===== src/dacreg_pkg.sv =====
// constants, register map and state codes of the converter port and trim register bank
// assumes nothing beyond a SystemVerilog compiler; imported by dacreg_top only
package dacreg_pkg;

    // serial instruction word
    localparam int INSTR_BITS = 8;
    localparam int INSTR_RW_BIT = 7;
    localparam int ADDR_W = 5;

    // register addresses
    localparam logic [4:0] ADDR_DATA_CTRL = 5'h02;
    localparam logic [4:0] ADDR_I_GAIN = 5'h03;
    localparam logic [4:0] ADDR_I_FS = 5'h04;
    localparam logic [4:0] ADDR_I_CM = 5'h05;
    localparam logic [4:0] ADDR_Q_GAIN = 5'h06;
    localparam logic [4:0] ADDR_Q_FS = 5'h07;
    localparam logic [4:0] ADDR_Q_CM = 5'h08;
    localparam int REG_FIRST = 2;
    localparam int REG_COUNT = 7;

    // values after reset
    localparam logic [7:0] RST_DATA_CTRL = 8'h34;
    localparam logic [7:0] RST_TRIM = 8'h00;

    // defined bits per register, the rest is reserved
    localparam logic [7:0] MASK_DATA_CTRL = 8'hbf;
    localparam logic [7:0] MASK_GAIN = 8'h3f;
    localparam logic [7:0] MASK_RES = 8'hbf;

    // field positions
    localparam int BIT_TWOS = 7;
    localparam int BIT_PAIR_ORDER = 5;
    localparam int BIT_RISE_CHAN = 4;
    localparam int BIT_DUAL_BLOCK = 3;
    localparam int BIT_CLK_IN_EN = 2;
    localparam int BIT_CLK_OUT_EN = 1;
    localparam int BIT_CLK_BOOST_EN = 0;
    localparam int BIT_ONCHIP_EN = 7;
    localparam int CODE_MSB = 5;

    typedef enum logic [1:0] {
        SPI_IDLE = 2'b00,
        SPI_INSTR = 2'b01,
        SPI_DATA = 2'b10
    } dacreg_spi_state_t;

    function automatic logic [7:0] dacreg_mask(input logic [4:0] addr);
        case (addr)
            ADDR_DATA_CTRL: dacreg_mask = MASK_DATA_CTRL;
            ADDR_I_GAIN, ADDR_Q_GAIN: dacreg_mask = MASK_GAIN;
            ADDR_I_FS, ADDR_I_CM, ADDR_Q_FS, ADDR_Q_CM: dacreg_mask = MASK_RES;
            default: dacreg_mask = 8'h00;
        endcase
    endfunction

endpackage


===== src/dacreg_cfg_if.sv =====
// carrier between the register bank and the sample port: format, pairing and capture events
// assumes a single clock domain on both ends
`timescale 1ns/1ps
`default_nettype none
interface dacreg_cfg_if;
    logic twos;
    logic pair_order;
    logic rising_sel;
    logic cap_rise;
    logic cap_fall;
    modport ctl (output twos, output pair_order, output rising_sel, output cap_rise,
                 output cap_fall);
    modport port (input twos, input pair_order, input rising_sel, input cap_rise,
                  input cap_fall);
endinterface
`default_nettype wire


===== src/dacreg_edge_det.sv =====
// registered edge detector for a level that is synchronous to clock_in
// assumes the level holds for at least two clock cycles between changes
`timescale 1ns/1ps
`default_nettype none
module dacreg_edge_det (
    // clock and reset
    input wire logic clock_in,
    input wire logic sys_rst_in,
    // level and its edges
    input wire logic level_in,
    output logic rise_out,
    output logic fall_out
);
    logic prev_q;

    always_ff @(posedge clock_in or posedge sys_rst_in) begin
        if (sys_rst_in) begin
            prev_q <= 1'b0;
            rise_out <= 1'b0;
            fall_out <= 1'b0;
        end else begin
            prev_q <= level_in;
            rise_out <= level_in & ~prev_q;
            fall_out <= ~level_in & prev_q;
        end
    end
endmodule
`default_nettype wire


===== src/dacreg_sample_port.sv =====
// shared sample port: pairs I and Q words captured on both clock edges and
// hands them to the converter core as offset binary
// assumes capture events come from the pad clock as one-cycle pulses
`timescale 1ns/1ps
`default_nettype none
module dacreg_sample_port #(
    parameter int DATA_W = 14
) (
    // clock and reset
    input wire logic clock_in,
    input wire logic sys_rst_in,
    // configuration and capture events
    dacreg_cfg_if.port cfg,
    // sample data
    input wire logic [DATA_W-1:0] data_in,
    output logic [DATA_W-1:0] i_sample_out,
    output logic [DATA_W-1:0] q_sample_out,
    output logic sample_valid_out
);
    logic [DATA_W-1:0] first_q;
    logic first_valid_q;
    wire capture = cfg.cap_rise | cfg.cap_fall;
    // rising edge carries the selected channel, falling edge the other one
    wire is_i = cfg.cap_rise ? cfg.rising_sel : ~cfg.rising_sel;
    // with I first, the Q word closes the pair
    wire is_second = is_i ? ~cfg.pair_order : cfg.pair_order;
    // flipping the sign bit turns two's complement into offset binary
    wire [DATA_W-1:0] word = cfg.twos ? {~data_in[DATA_W-1], data_in[DATA_W-2:0]}
                                      : data_in; // see R1

    always_ff @(posedge clock_in or posedge sys_rst_in) begin
        if (sys_rst_in) begin
            first_q <= '0;
            first_valid_q <= 1'b0;
            i_sample_out <= '0;
            q_sample_out <= '0;
            sample_valid_out <= 1'b0;
        end else begin
            sample_valid_out <= 1'b0;
            if (capture && !is_second) begin
                first_q <= word;
                first_valid_q <= 1'b1;
            end else if (capture && first_valid_q) begin
                // a second word without a first one is dropped
                i_sample_out <= is_i ? word : first_q;
                q_sample_out <= is_i ? first_q : word;
                sample_valid_out <= 1'b1;
                first_valid_q <= 1'b0;
            end
        end
    end
endmodule
`default_nettype wire


===== src/dacreg_top.sv =====
// top of the converter port and trim register bank: serial control port slave,
// register bank, sample clock pad control and the shared sample port
// assumes every pin is synchronous to clock_in and the serial clock is much slower
// Functional notes
// data control bit 7 selects sample format; zero means unsigned binary.
// format bit set makes every data word read as two's complement.
// data control bit 5 picks pair order; one means I first.
// data control bit 4 picks rising-edge channel; one means I.
// data control bit 3 set forbids pad input and output together.
// data control bit 2 enables the clock pad as input, default on.
// data control bit 1 enables the regular clock output driver, default off.
// data control bit 0 adds a parallel boost driver, default off.
// address 0x03 holds the six-bit I fine gain, reset zero.
// address 0x06 holds the six-bit Q fine gain, reset zero.
// address 0x04 bit 7 selects on-chip I full-scale resistor.
// address 0x04 bits 5:0 hold the two's complement I full-scale code.
// address 0x05 bit 7 selects on-chip I common-mode resistor.
// address 0x05 bits 5:0 hold the I common-mode resistor code.
// address 0x07 bit 7 selects on-chip Q full-scale code in bits 5:0.
// address 0x08 bits 5:0 hold the Q common-mode code, default zero.
// reads return the last written value of every defined bit.
// reserved bits ignore writes and read as zero.
// analog control outputs follow stored values once the write completes.
`timescale 1ns/1ps
`default_nettype none
module dacreg_top
    import dacreg_pkg::*;
#(
    parameter int DATA_W = 14
) (
    // clock and reset
    input wire logic clock_in,
    input wire logic sys_rst_in,
    // serial control port, three-wire
    input wire logic spi_clk_in,
    input wire logic spi_cs_n_in,
    input wire logic spi_sdio_in,
    output logic spi_sdio_out,
    output logic spi_sdio_oe_out,
    // sample clock pad
    input wire logic sample_clock_pad_in,
    output logic sample_clock_pad_out,
    output logic sample_clock_pad_oe_out,
    output logic sample_clock_boost_oe_out,
    // sample data port
    input wire logic [DATA_W-1:0] data_in,
    output logic [DATA_W-1:0] i_sample_out,
    output logic [DATA_W-1:0] q_sample_out,
    output logic sample_valid_out,
    // I channel analog controls
    output logic [5:0] i_fine_gain_word_out,
    output logic i_fs_onchip_en_out,
    output logic [5:0] i_fs_code_out,
    output logic i_cm_onchip_en_out,
    output logic [5:0] i_cm_code_out,
    // Q channel analog controls
    output logic [5:0] q_fine_gain_word_out,
    output logic q_fs_onchip_en_out,
    output logic [5:0] q_fs_code_out,
    output logic q_cm_onchip_en_out,
    output logic [5:0] q_cm_code_out
);
    // register storage, index 0 is the data control register
    // flops, not a memory: every field drives a control output at once
    logic [7:0] regs_q [REG_COUNT];

    // serial engine state
    dacreg_spi_state_t state_q;
    dacreg_spi_state_t state_d;
    logic [2:0] bit_cnt_q;
    logic [7:0] rx_q;
    logic [7:0] tx_q;
    logic [4:0] addr_q;
    logic rd_q;
    logic sdio_out_q;
    logic sdio_oe_q;

    // pad control state
    // the toggle rests low whenever no driver is enabled
    logic pad_toggle_q;
    logic pad_oe_q;
    logic boost_oe_q;

    // serial clock edges
    logic sclk_rise;
    logic sclk_fall;

    // both serial clock edges become one-cycle events
    dacreg_edge_det u_sclk_edge (
        .clock_in(clock_in),
        .sys_rst_in(sys_rst_in),
        .level_in(spi_clk_in),
        .rise_out(sclk_rise),
        .fall_out(sclk_fall)
    );

    // decoding of the serial stream
    // sdio is taken a cycle after the rise is seen: hold it two cycles
    wire selected = ~spi_cs_n_in;
    wire bit_in = selected & sclk_rise;
    wire [7:0] rx_next = {rx_q[6:0], spi_sdio_in};
    wire byte_done = bit_in & (bit_cnt_q == 3'h7);
    wire instr_done = byte_done & (state_q == SPI_INSTR);
    wire data_done = byte_done & (state_q == SPI_DATA);

    // what each completed byte does
    wire [4:0] addr_inc = addr_q + 5'h01;
    wire wr_commit = data_done & ~rd_q;
    wire rd_load = instr_done ? rx_next[INSTR_RW_BIT] : (data_done & rd_q);
    wire [4:0] rd_addr = instr_done ? rx_next[ADDR_W-1:0] : addr_inc;
    wire shift_out = selected & sclk_fall & rd_q & (state_q == SPI_DATA);

    // read path: unmapped addresses and reserved bits answer zero
    // the word is fetched at the rise ending a byte, before the first fall
    wire rd_in_map = (rd_addr >= ADDR_DATA_CTRL) && (rd_addr <= ADDR_Q_CM);
    wire [4:0] rd_off = rd_addr - ADDR_DATA_CTRL;
    wire [2:0] rd_idx = rd_off[2:0];
    wire [7:0] rd_data = rd_in_map ? (regs_q[rd_idx] & dacreg_mask(rd_addr))
                                   : 8'h00; // see R17

    // write path: only defined bits are stored
    // addr_q is still the address of this byte; it steps afterwards
    wire [7:0] wr_data = rx_next & dacreg_mask(addr_q);

    // a deselect at any point returns to the idle phase
    always_comb begin
        state_d = state_q;
        unique case (state_q)
            SPI_IDLE: begin
                if (selected) begin
                    state_d = SPI_INSTR;
                end
            end
            SPI_INSTR: begin
                if (!selected) begin
                    state_d = SPI_IDLE;
                end else if (instr_done) begin
                    state_d = SPI_DATA;
                end
            end
            SPI_DATA: begin
                if (!selected) begin
                    state_d = SPI_IDLE;
                end
            end
            default: state_d = SPI_IDLE;
        endcase
    end

    always_ff @(posedge clock_in or posedge sys_rst_in) begin
        if (sys_rst_in) begin
            state_q <= SPI_IDLE;
        end else begin
            state_q <= state_d;
        end
    end

    // bit counter and receive shifter; deselect aborts a partial byte
    // rx keeps stale bits across frames; only the count says what is valid
    always_ff @(posedge clock_in or posedge sys_rst_in) begin
        if (sys_rst_in) begin
            bit_cnt_q <= 3'h0;
            rx_q <= 8'h00;
        end else if (!selected) begin
            bit_cnt_q <= 3'h0;
        end else if (bit_in) begin
            bit_cnt_q <= bit_cnt_q + 3'h1;
            rx_q <= rx_next;
        end
    end

    // address and direction: the address steps after every data byte
    // streaming wraps at the top of the five-bit address space
    always_ff @(posedge clock_in or posedge sys_rst_in) begin
        if (sys_rst_in) begin
            addr_q <= 5'h00;
            rd_q <= 1'b0;
        end else if (!selected) begin
            rd_q <= 1'b0;
        end else if (instr_done) begin
            addr_q <= rx_next[ADDR_W-1:0];
            rd_q <= rx_next[INSTR_RW_BIT];
        end else if (data_done) begin
            addr_q <= addr_inc;
        end
    end

    // transmit shifter: new bits leave on the falling serial clock edge
    // the fall after the last byte shifts one spare bit that no host samples
    always_ff @(posedge clock_in or posedge sys_rst_in) begin
        if (sys_rst_in) begin
            tx_q <= 8'h00;
            sdio_out_q <= 1'b0;
            sdio_oe_q <= 1'b0;
        end else if (!selected) begin
            sdio_oe_q <= 1'b0;
            sdio_out_q <= 1'b0;
        end else if (rd_load) begin
            tx_q <= rd_data;
        end else if (shift_out) begin
            sdio_out_q <= tx_q[7];
            sdio_oe_q <= 1'b1;
            tx_q <= {tx_q[6:0], 1'b0};
        end
    end

    assign spi_sdio_out = sdio_out_q;
    assign spi_sdio_oe_out = sdio_oe_q;

    // register bank, one flop group per address
    // reserved bits never reach the flops, so they cannot read back as one
    for (genvar g = 0; g < REG_COUNT; g++) begin : g_reg
        localparam logic [7:0] RST_VAL = (g == 0) ? RST_DATA_CTRL : RST_TRIM;
        wire hit = wr_commit & (addr_q == 5'(REG_FIRST + g));
        always_ff @(posedge clock_in or posedge sys_rst_in) begin
            if (sys_rst_in) begin
                regs_q[g] <= RST_VAL;
            end else if (hit) begin
                regs_q[g] <= wr_data; // see R17
            end
        end
    end

    // named views of the data control register
    wire [7:0] ctrl = regs_q[0];
    wire clk_in_en = ctrl[BIT_CLK_IN_EN];
    wire clk_out_req = ctrl[BIT_CLK_OUT_EN] | ctrl[BIT_CLK_BOOST_EN]; // see R7

    // with the block bit and the input enable both set the input keeps the pad and the drivers stay off
    wire out_blocked = ctrl[BIT_DUAL_BLOCK] & clk_in_en;
    wire pad_oe_d = clk_out_req & ~out_blocked;
    wire boost_oe_d = ctrl[BIT_CLK_BOOST_EN] & ~out_blocked;

    // pad drivers; the output clock runs at half of clock_in
    // the boost driver only ever joins the regular one, never drives alone
    always_ff @(posedge clock_in or posedge sys_rst_in) begin
        if (sys_rst_in) begin
            pad_toggle_q <= 1'b0;
            pad_oe_q <= 1'b0;
            boost_oe_q <= 1'b0;
        end else begin
            pad_toggle_q <= pad_oe_d ? ~pad_toggle_q : 1'b0;
            pad_oe_q <= pad_oe_d;
            boost_oe_q <= boost_oe_d;
        end
    end

    assign sample_clock_pad_out = pad_toggle_q;
    assign sample_clock_pad_oe_out = pad_oe_q;
    assign sample_clock_boost_oe_out = boost_oe_q;

    // capture clock: the pad input when enabled, else our own driven clock
    // limitation: with no input and no driver enabled nothing is captured
    wire cap_level = clk_in_en ? sample_clock_pad_in
                               : (pad_oe_q & pad_toggle_q);

    dacreg_cfg_if cfg_if ();

    dacreg_edge_det u_cap_edge (
        .clock_in(clock_in),
        .sys_rst_in(sys_rst_in),
        .level_in(cap_level),
        .rise_out(cfg_if.cap_rise),
        .fall_out(cfg_if.cap_fall)
    );

    // format and order apply from the next capture after the write
    assign cfg_if.twos = ctrl[BIT_TWOS]; // see R1
    assign cfg_if.pair_order = ctrl[BIT_PAIR_ORDER];
    assign cfg_if.rising_sel = ctrl[BIT_RISE_CHAN];

    // the sample port sees only format, order, rising-edge channel and the capture events
    dacreg_sample_port #(
        .DATA_W(DATA_W)
    ) u_port (
        .clock_in(clock_in),
        .sys_rst_in(sys_rst_in),
        .cfg(cfg_if.port),
        .data_in(data_in),
        .i_sample_out(i_sample_out),
        .q_sample_out(q_sample_out),
        .sample_valid_out(sample_valid_out)
    );

    // analog controls come straight from the stored fields
    // no shadow stage: a trim moves on the clock after its byte completes
    // I channel
    assign i_fine_gain_word_out = regs_q[1][CODE_MSB:0]; // see R9
    assign i_fs_onchip_en_out = regs_q[2][BIT_ONCHIP_EN];
    assign i_fs_code_out = regs_q[2][CODE_MSB:0];
    assign i_cm_onchip_en_out = regs_q[3][BIT_ONCHIP_EN];
    assign i_cm_code_out = regs_q[3][CODE_MSB:0];

    // Q channel
    assign q_fine_gain_word_out = regs_q[4][CODE_MSB:0]; // see R10
    assign q_fs_onchip_en_out = regs_q[5][BIT_ONCHIP_EN];
    assign q_fs_code_out = regs_q[5][CODE_MSB:0];
    assign q_cm_onchip_en_out = regs_q[6][BIT_ONCHIP_EN];
    assign q_cm_code_out = regs_q[6][CODE_MSB:0];

endmodule
`default_nettype wire


===== config.mk =====
export PLATFORM = sky130hd
export DESIGN_NAME = dacreg_top
export DESIGN_NICKNAME = d
export VERILOG_FILES = /design/src/dacreg_pkg.sv /design/src/dacreg_cfg_if.sv /design/src/dacreg_edge_det.sv /design/src/dacreg_sample_port.sv /design/src/dacreg_top.sv
export SDC_FILE = /design/constraint.sdc
export NUM_CORES = 1
export LEC_CHECK = 0
export ABC_AREA = 1
export BUFFER_PORTS_ARGS = -buffer_cell sky130_fd_sc_hd__buf_2
export CAP_MARGIN = 20
export CORE_ASPECT_RATIO = 2
export CORE_MARGIN = 5
export CORE_UTILIZATION = 35
export CTS_BUF_LIST = sky130_fd_sc_hd__clkbuf_2
export DETAILED_ROUTE_END_ITERATION = 8
export PLACE_DENSITY = 0.55
export SLEW_MARGIN = 40
export SYNTH_ARGS = -nofsm -noshare
export SYNTH_HDL_FRONTEND = slang
export SYNTH_SLANG_ARGS = --single-unit

===== constraint.sdc =====
create_clock -name clock_in -period 8.5 [get_ports clock_in]
set_clock_uncertainty 0.05 [all_clocks]
set_input_delay 1.7 -clock clock_in [delete_from_list [all_inputs] [get_ports clock_in]]
set_output_delay 1.7 -clock clock_in [all_outputs]
set_load 0.1 [all_outputs]

==> out/results.txt, run 1 <==
Top-level port count - 94
Clock Tree Buf Depth - 2
Fmax - 291.5 MHz
Final GP Congestion - 0.9553
Resized Gates After CTS - 0
Hold Path Class - reg -> reg
Slew Limit Fails - 0
Power share of the clock group - 26.8%
Pwr Density - 223.3 nW/µm²
# setup viols final - 0
Antenna violations before repair - 1
Post-CTS setup buffer count - 0
Syn_area_per_cell - 8.055 µm²
Relative slew slack - 48.68%
Crit end category - primary output
Hold Violations, Final - 0
Chip width - 106.7 µm
Tmin final - 3.431 ns
CP Class - reg -> out
Switching power - 0.6648 mW
Vias in the first global route - 5236
EDFF count, synth - 0
Post-synth top flop - dfrtp_1
Finished Cell Area - 7208 µm²
WP data arrival - 1.68 ns
Pin slew with the least headroom to its limit - 0.7679 ns
Leakage - 3.584 nW
Worst stage delay on the critical path - 0.52 ns
Initial Util - 35.61%
PortBufs - 93
Syn-to-layout area delta - 10.07%
DRC Markers - 0
Worst-Skew Late Latency - 0.71 ns
Pre-antenna DRT Iters - 5
Seq/Total Area, Yosys - 49.73%
H-tree depth - 4
Synth warn - 0
Mapped Nets - 839
Worst EP required - 6.75 ns
Post-route setup TNS - 0 ns
WP buf/inv - 1
Hold-fix buffers, CTS - 0
GR Util All Layers - 17.37%
Crit share post-route - 40.37%
Root buf cell - clkbuf_2
Area of the die - 21710 µm²
Total Wirelength - 18430 µm
Int Power - 0.9449 mW
Die height - 203.4 µm
# rows - 70
MaxCap Viol Count - 0
CTS clk-pin slew, worst paths - 0.21 ns
Crit Path Max Fanout - 3
Status - completed
CTS tree - done
RSZ-0062 raised after global routing - no
Ys async rst share - 100.0%
Post-route ant nets - 0
Pin count of the biggest net entering global routing - 77
CP delay by family, top - flip-flops
Sw frac - 41.30%
# fillers - 1986
Grt ovf - 0
Distinct cell type count after synthesis - 39
Max VDD drop - 103.0 µV
Comb pwr share - 28.8%
Dpl hpwl - 14230 µm
Placed Area - 6927 µm²
TritonCTS buffer count - 17
Yosys reg bits - 130
Worst Setup Start Kind - flip-flop
First DRT Iteration DRCs - 242
Critical-path cell list - buf_2
Flop pwr share - 44.4%
Core footprint - 18390 µm²
Proportion of layout cells with a drive suffix above 1 - 17.58%
Critical path's slowest cell - dfrtp_1
Routed vias - 5270
Final #Nets - 889
Drt wl/cell - 16.86 µm
First-pass GRT wire length - 28200 µm
# clock sinks - 130
Synth Cell Area - 6549 µm²
Post-Syn Instances - 813
Via density per instance - 4.822
flip-flops by register name, indices dropped and copies added, names as in the netlist, 5 cells and up:
signal and count:
u_port.q_sample_out 14, addr_q 5, tx_q 8, u_port.i_sample_out 14, i_cm_code_out 6, ctrl 7
u_port.first_q 14, q_cm_code_out 6, q_fs_code_out 6, rx_q 7, q_fine_gain_word_out 6, i_fine_gain_word_out 6
i_fs_code_out 6
placed cells by master (no fill, tap or decap), drive strengths merged, types with 3 or more instances in the layout:
cell    count
dfstp       3
clkinv      9
clkbuf     18
o21a       23
nor2       41
nand2     245
dfrtp     127
a21oi      10
nand3b      4
ha          6
inv       102
o21ai     135
buf        96
xor2        3
nand3      32
bufinv      4
power groups by stage:
| stage | sequential (mW) | clock [mW] | combinational, mW |
|---|---|---|---|
| 2_1_floorplan | 1.03 | 0 | 0.0892 |
| 3_3_place_gp | 0.727 | 0 | 0.466 |
| 3_5_place_dp | 0.728 | 0 | 0.468 |
| 4_1_cts | 0.716 | 0.455 | 0.469 |
| 5_1_grt | 0.725 | 0.477 | 0.487 |
| 6_report | 0.715 | 0.432 | 0.463 |
cell families after synthesis:
family	share of synthesized area, %
simple gates	21.25
compound gates	14.96
buf+inv	12.21
flops	49.73
fa+ha+maj	1.146
xor+xnor	0.4013
mux	0.3057
metrics by stage:
stage                     std cells  util [%]  hold slack [ns]  power (mW)  setup WS (ns)
after global placement         1060     37.64           0.3656       1.194          4.611
after global routing           1093     39.19           0.4030       1.689          4.990
after CTS                      1092     39.18           0.3928       1.640          4.974
final                          1093     39.19           0.3856       1.610          5.069
after floorplan                 813         -           0.3498       1.115          3.286
after detailed placement       1060     37.66           0.3669       1.196          4.557
worst register-to-register path: stages (launching register included):
cell and delay [ns]:
dfrtp_1 0.42, ha_1 0.16, ha_1 0.23, nand3_4 0.16, o21ai_0 0.22, nand2_1 0.50, nor2_1 0.47, nand2_1 0.09
nand3_1 0.12, nand2_1 0.07, nand2_1 0.06, nand2_1 0.05, a21oi_1 0.13
cell usage after synthesis, types with 2 or more instances:
cell type | n | share of area, %
nand2_2 | 5 | 0.48
nand2_4 | 2 | 0.34
nand2_1 | 238 | 14
nand3_1 | 30 | 2.3
dfrtp_1 | 127 | 49
a22o_1 | 2 | 0.27
o21ai_0 | 118 | 9.0
nand3b_1 | 4 | 0.46
buf_2 | 10 | 0.76
o21a_1 | 23 | 2.6
ha_1 | 6 | 1.1
nor2_1 | 33 | 1.9
a21oi_1 | 9 | 0.69
dfstp_2 | 3 | 1.2
nand4_1 | 2 | 0.19
mux2i_1 | 2 | 0.31
inv_2 | 3 | 0.17
nor2_2 | 6 | 0.57
o211ai_1 | 2 | 0.23
buf_4 | 42 | 4.8
o21ai_1 | 17 | 1.3
xor2_1 | 3 | 0.40
clkbuf_1 | 13 | 0.75
inv_1 | 98 | 5.6
layer usage:
metal | wire (µm) | part of all wire [%] | global-route usage, %
met1 | 6178 | 34 | 15.70
met2 | 10280 | 56 | 33.66
met3 | 647 | 3.5 | 3.326
met4 | 1323 | 7.2 | 11.71
met5 | 0 | 0 | 0
worst paths after layout:
check                                         from                        end  slack [ns]  cells past startpoint
max in group asynchronous               sys_rst_in           i_fs_code_out[4]        6.33                      3
min reg2reg                     u_sclk_edge.prev_q       u_sclk_edge.rise_out        0.39                      1
min                             u_sclk_edge.prev_q       u_sclk_edge.rise_out        0.39                      1
min in group asynchronous               sys_rst_in  sample_clock_boost_oe_out        0.95                      2
max                        q_fine_gain_word_out[0]    q_fine_gain_word_out[0]        5.07                      1
max reg2reg                           bit_cnt_q[0]                    tx_q[5]        5.71                     12
area by class of cell:
type / instances / area (µm²) / area share (%)
Multi-Input combinational cell: 516 / 2517 / 34.92
Clock buffer: 18 / 90.09 / 1.250
Inverter: 102 / 390.4 / 5.416
Antenna cell: 1 / 2.502 / 0.03472
Tap cell: 216 / 270.3 / 3.749
Clock inverter: 14 / 188.9 / 2.621
Sequential cell: 130 / 3257 / 45.18
Timing Repair Buffer: 96 / 491.7 / 6.822
Power figures use the tool's default switching activity.
==> run 2, diff against run 1 <==
--- a/config.mk
+++ b/config.mk
@@ -13,7 +13,7 @@
 export CORE_UTILIZATION = 35
 export CTS_BUF_LIST = sky130_fd_sc_hd__clkbuf_2
 export DETAILED_ROUTE_END_ITERATION = 8
-export PLACE_DENSITY = 0.55
+export PLACE_DENSITY = 0.57
 export SLEW_MARGIN = 40
 export SYNTH_ARGS = -nofsm -noshare
 export SYNTH_HDL_FRONTEND = slang
==> constraint.sdc (replaced) <==
create_clock -name clock_in -period 2.95 [get_ports clock_in]
set_clock_uncertainty 0.05 [all_clocks]
set_input_delay 0.59 -clock clock_in [delete_from_list [all_inputs] [get_ports clock_in]]
set_output_delay 0.59 -clock clock_in [all_outputs]
set_load 0.1 [all_outputs]
==> out/results.txt, run 2 (synthesized netlist as in run 1, its figures left out) <==
Pwr Density - 600.3 nW/µm² (+170%)
Switching power - 1.870 mW (+180%)
Worst stage delay on the critical path - 0.55 ns (+0.03 ns)
Post-route setup TNS - 0 ns (unchanged)
CP Class - reg -> reg
Core footprint - 18390 µm² (unchanged)
Proportion of layout cells with a drive suffix above 1 - 17.74% (+0.16 points)
Fmax - 396.8 MHz
Most frequent cells in the layout - 238 x nand2_1, 127 x dfrtp_1, 118 x o21ai_0
WP data arrival - 3.01 ns (+1.33 ns)
Worst-Skew Late Latency - 0.72 ns (about the same)
Grt ovf - 0 (unchanged)
Hold Path Class - in -> reg
Sw frac - 43.11% (+1.8 points)
First DRT Iteration DRCs - 235 (-2.9%)
Critical path's slowest cell - dfrtp_1
Root buf cell - clkbuf_2
Pin count of the biggest net entering global routing - 58 (-25%)
CTS tree - done
# clock sinks - 130 (unchanged)
GR Util All Layers - 17.90% (+0.53 points)
Initial Util - 35.61% (unchanged)
CP delay by family, top - simple AND/OR/NAND/NOR gates
Top-level port count - 94 (unchanged)
H-tree depth - 4 (unchanged)
# setup viols final - 0 (unchanged)
Final #Nets - 900 (+1.2%)
Hold Violations, Final - 0 (unchanged)
Critical Path Start - addr_q[0]
Pre-antenna DRT Iters - 5 (unchanged)
Post-CTS setup buffer count - 0 (unchanged)
Crit Path Max Fanout - 8 (+5)
DRC Markers - 0 (unchanged)
Status - completed
Final Power - 4.338 mW (+170%)
Relative slew slack - 55.94% (+7.3 points)
Flop pwr share - 47.6% (+3.2 points)
Antenna violations before repair - 1 (unchanged)
Crit share post-route - 85.42%
Int Power - 2.468 mW (+160%)
PortBufs - 93 (unchanged)
# rows - 70 (unchanged)
Reg-to-Reg Start - addr_q[0]
MaxCap Viol Count - 0 (unchanged)
Slew Limit Fails - 0 (unchanged)
Commonest non-fill, non-tap cell in the layout - nand2_1
Final GP Congestion - 0.9784 (+2.4%)
First-pass GRT wire length - 29220 µm (+3.6%)
Routed vias - 5390 (+2.3%)
Drt wl/cell - 17.00 µm (+0.81%)
Post-route ant nets - 0 (unchanged)
WP buf/inv - 2 (+1)
Power share of the clock group - 21.3% (-5.5 points)
Worst hold path startpoint - spi_sdio_in
Total Wirelength - 18730 µm (+1.6%)
Clock Tree Buf Depth - 2 (unchanged)
CTS clk-pin slew, worst paths - 0.23 ns (+0.02 ns)
Max VDD drop - 341.5 µV (+230%)
Leakage - 3.599 nW (+0.41%)
Via density per instance - 4.891 (+1.4%)
RSZ-0062 raised after global routing - no
Crit-path most repeated cell - nand2_1
Worst Setup Start Kind - flip-flop
Syn-to-layout area delta - 10.36%
Tmin final - 2.520 ns
Pin slew with the least headroom to its limit - 0.6593 ns (-0.1086 ns)
TritonCTS buffer count - 17 (unchanged)
Crit end category - flip-flop
Vias in the first global route - 5489 (+4.8%)
Worst EP required - 3.44 ns (-3.31 ns)
Die height - 203.4 µm (unchanged)
Comb pwr share - 31.1% (+2.3 points)
Dpl hpwl - 14640 µm (+2.9%)
Regs by FF count - u_port.first_q x14, u_port.i_sample_out x14, u_port.q_sample_out x14
Area of the die - 21710 µm² (unchanged)
Chip width - 106.7 µm (unchanged)
Critical-path cell list - ha_1 > inv_1 > nor2_1 > nor4_1 > nand2_1 > nand2_1 > inv_1 > nand2_1 > o21ai_0
run 2: cell type report:
cell class                 instances  area, µm²
clock inverter                     9      67.56
inverter                         102      389.1
sequential                       130       3257
tap                              216      270.3
multi-input combinational        516       2517
clock buffer                      21      105.1
fill                            1983      11170
antenna                            1      2.502
timing repair buffer             107      618.1
run 2: metal layers:
layer  up-vias  global-route usage (%)  part of all wire (%)
met5         -                       0                     0
met1      2541                   16.06                    33
met3        47                   3.738                   3.6
met4         0                   13.03                   7.2
li1       2664                       -                     -
met2       138                   34.11                    56
run 2: stage by stage:
step	hold WS [ns]	setup slack [ns]	area (µm²)	std cells	util, %
after global routing	0.04200	0.1633	7227	1102	39.29
after detailed placement	0.3734	0.4171	7012	1067	38.12
final	0.1334	0.4301	7227	1102	39.29
after CTS	0.03529	0.4357	7224	1101	39.28
after global placement	0.3641	0.4865	7012	1067	38.12
after floorplan	0.3498	0.7032	6553	813	-
run 2: tightest hold or removal path, stage by stage:
cell	delay (ns)
buf_2	0.13
inv_1	0.09
o21ai_0	0.08
run 2: repair_timing:
item	4_1_cts	5_1_grt
hold buffers	4	0
resized for setup	0	0
endpoints found under the hold margin	24	0
run 2: path summary, 6_finish.rpt:
check / depth (start not counted) / to / slack, ns
max: 9 / i_fine_gain_word_out[2] / 0.43
min: 3 / q_fine_gain_word_out[0] / 0.13
max reg2reg: 9 / i_fine_gain_word_out[2] / 0.43
min reg2reg: 1 / u_sclk_edge.rise_out / 0.35
max in group asynchronous: 4 / ctrl[2] / 1.67
min in group asynchronous: 3 / tx_q[1] / 0.41
run 2: power by group through the flow:
stage	Sequential, mW	Combinational (mW)	Clock (mW)
floorplan	2.96	0.257	0
global route	2.09	1.42	1.05
global placement	2.10	1.35	0
CTS	2.07	1.37	0.976
detailed placement	2.11	1.36	0
finish	2.07	1.35	0.924
==> run 3, diff against run 2 <==
--- a/config.mk
+++ b/config.mk
@@ -6,15 +6,15 @@
 export NUM_CORES = 1
 export LEC_CHECK = 0
 export ABC_AREA = 1
-export BUFFER_PORTS_ARGS = -buffer_cell sky130_fd_sc_hd__buf_2
 export CAP_MARGIN = 20
 export CORE_ASPECT_RATIO = 2
 export CORE_MARGIN = 5
 export CORE_UTILIZATION = 35
 export CTS_BUF_LIST = sky130_fd_sc_hd__clkbuf_2
 export DETAILED_ROUTE_END_ITERATION = 8
-export PLACE_DENSITY = 0.57
-export SLEW_MARGIN = 40
+export DONT_BUFFER_PORTS = 1
+export PLACE_DENSITY = 0.53
+export SLEW_MARGIN = 0
 export SYNTH_ARGS = -nofsm -noshare
 export SYNTH_HDL_FRONTEND = slang
 export SYNTH_SLANG_ARGS = --single-unit
==> constraint.sdc (replaced) <==
create_clock -name clock_in -period 2.95 [get_ports clock_in]
set_clock_uncertainty 0.05 [all_clocks]
set_input_delay 0.59 -clock clock_in [delete_from_list [all_inputs] [get_ports clock_in]]
set_output_delay 0.59 -clock clock_in [all_outputs]
set_load 0.01 [all_outputs]
==> out/results.txt, run 3 (synthesized netlist as in run 1, its figures left out) <==
Status - completed
Multi-input gate area - 2517 µm² (unchanged)
CTS tree - done
CTS clk-pin slew, worst paths - 0.19 ns (-0.04 ns)
Post-route setup TNS - 0 ns (unchanged)
# clock sinks - 130 (unchanged)
Crit end category - flip-flop
# fillers - 1961 (-1.1%)
Resized Gates After CTS - 0 (unchanged)
Worst-Skew Late Latency - 0.70 ns (-0.02 ns)
Leakage - 3.275 nW (-9.0%)
H-tree depth - 4 (unchanged)
Crit-path most repeated cell - nand2_1
Flop pwr share - 59.1% (+11 points)
DRC Markers - 0 (unchanged)
Hold Path Class - in -> reg
Crit share post-route - 88.61% (+3.2 points)
Critical path's slowest cell - dfrtp_1
CP delay by family, top - simple AND/OR/NAND/NOR gates
Storage element area - 3257 µm² (unchanged)
Commonest non-fill, non-tap cell in the layout - nand2_1
GR Util All Layers - 17.00% (-0.89 points)
Area of the die - 21710 µm² (unchanged)
Int Power - 2.568 mW (+4.1%)
Hold Violations, Final - 0 (unchanged)
Via density per instance - 4.873 (-0.37%)
Max VDD drop - 228.0 µV (-33%)
Fmax - 382.6 MHz (-3.6%)
Comb pwr share - 8.9% (-22 points)
Syn-to-layout area delta - 6.171%
Power share of the clock group - 32.0% (+11 points)
CP Class - reg -> reg
WP buf/inv - 0 (-2)
Worst EP required - 3.53 ns (+0.09 ns)
First DRT Iteration DRCs - 203 (-14%)
Post-route insts no fill - 1024 (-7.1%)
Slew Limit Fails - 0 (unchanged)
Pin count of the biggest net entering global routing - 131 (+130%)
Post-CTS setup buffer count - 0 (unchanged)
Routed vias - 4990 (-7.4%)
Clock Tree Buf Depth - 2 (unchanged)
Drt wl/cell - 17.40 µm (+2.4%)
Sw frac - 29.14% (-14 points)
Root buf cell - clkbuf_2
Pre-antenna DRT Iters - 4 (-1)
Proportion of layout cells with a drive suffix above 1 - 8.426% (-9.3 points)
TritonCTS buffer count - 17 (unchanged)
RSZ-0062 raised after global routing - no
Antenna violations before repair - 1 (unchanged)
Final #Nets - 820 (-8.9%)
Initial Util - 35.61% (unchanged)
Switching power - 1.056 mW (-44%)
Pwr Density - 521.2 nW/µm² (-13%)
Post-route ant nets - 0 (unchanged)
Vias in the first global route - 4908 (-11%)
Worst stage delay on the critical path - 0.43 ns (-0.12 ns)
Tmin final - 2.614 ns (+0.09406 ns)
Worst Setup Start Kind - flip-flop
Final GP Congestion - 0.9232 (-5.6%)
Total Wirelength - 17820 µm (-4.9%)
Die height - 203.4 µm (unchanged)
# rows - 70 (unchanged)
Most frequent cells in the layout - 238 x nand2_1, 127 x dfrtp_1, 118 x o21ai_0
PortBufs - 0 (-100%)
Post-Route Utilization - 37.80% (-1.5 points)
Chip width - 106.7 µm (unchanged)
# setup viols final - 0 (unchanged)
First-pass GRT wire length - 27620 µm (-5.5%)
Regs by FF count - u_port.first_q x14, u_port.i_sample_out x14, u_port.q_sample_out x14
Grt ovf - 0 (unchanged)
Top-level port count - 94 (unchanged)
Dpl hpwl - 13310 µm (-9.1%)
Crit Path Max Fanout - 19 (+11)
Hold-fix buffers, CTS - 19 (+15)
MaxCap Viol Count - 0 (unchanged)
Core footprint - 18390 µm² (unchanged)
WP data arrival - 3.20 ns (+0.19 ns)
Critical-path cell list - ha_1 > ha_1 > nand3_4 > nor2_8 > nand2_1 > nand2_1 > nor2_1 > nand2_1 > nand3_1 > nand2_1 > nand2_1 > nand2_1 > a21oi_1
Pin slew with the least headroom to its limit - 0.7379 ns (+0.07857 ns)
Relative slew slack - 50.81% (-5.1 points)
Placed cells - 972 (-8.9%)
[run 3: cell type report]
| cell class | count | area share [%] |
|---|---|---|
| timing repair buffer | 27 | 3.779 |
| clock inverter | 14 | 2.357 |
| tap | 216 | 3.887 |
| sequential | 130 | 46.84 |
| clock buffer | 18 | 1.296 |
| inverter | 102 | 5.597 |
| multi-input combinational | 516 | 36.21 |
| antenna | 1 | 0.03599 |
[run 3: per-layer routing]
metal | global-route usage, % | share of wire [%]
met4 | 10.01 | 5.1
met2 | 31.58 | 56
met3 | 4.498 | 4.3
met5 | 0 | 0
met1 | 16.44 | 35
[run 3: power by group through the flow]
stage / Combinational (mW) / Clock (mW) / Sequential [mW]
after global placement: 0.304 / 0 / 2.18
after detailed placement: 0.308 / 0 / 2.19
after global routing: 0.375 / 1.30 / 2.17
after floorplan: 0.255 / 0 / 2.14
after CTS: 0.333 / 1.23 / 2.15
final: 0.321 / 1.16 / 2.14
[run 3: path summary, 6_finish.rpt]
| check | from | to | slack, ns | cells after the start |
|---|---|---|---|---|
| max in group asynchronous | sys_rst_in | rd_q | 1.79 | 3 |
| worst min register to register | u_sclk_edge.prev_q | u_sclk_edge.rise_out | 0.39 | 1 |
| worst min-delay path | data_in[0] | u_port.i_sample_out[0] | 0.12 | 3 |
| min in group asynchronous | sys_rst_in | u_port.i_sample_out[3] | 0.46 | 3 |
| worst max register to register | bit_cnt_q[0] | tx_q[5] | 0.34 | 13 |
| worst max-delay path | bit_cnt_q[0] | tx_q[5] | 0.34 | 13 |
[run 3: tightest hold or removal path: cells and delay by family]
| kind | cells | cell delay, ns |
|---|---|---|
| and+or+nand+nor | 1 | 0.07 |
| AOI/OAI and AO/OA | 2 | 0.17 |
[run 3: through the flow]
stage	cell area, µm²	power, mW	hold slack, ns	setup WS [ns]
after floorplan	6553	2.395	0.3498	0.7032
after global placement	6506	2.486	0.3624	0.4494
after detailed placement	6506	2.494	0.3641	0.3725
after CTS	6950	3.710	0.01742	0.3309
after global routing	6953	3.844	0.02996	0.08849
final	6953	3.624	0.1161	0.3360
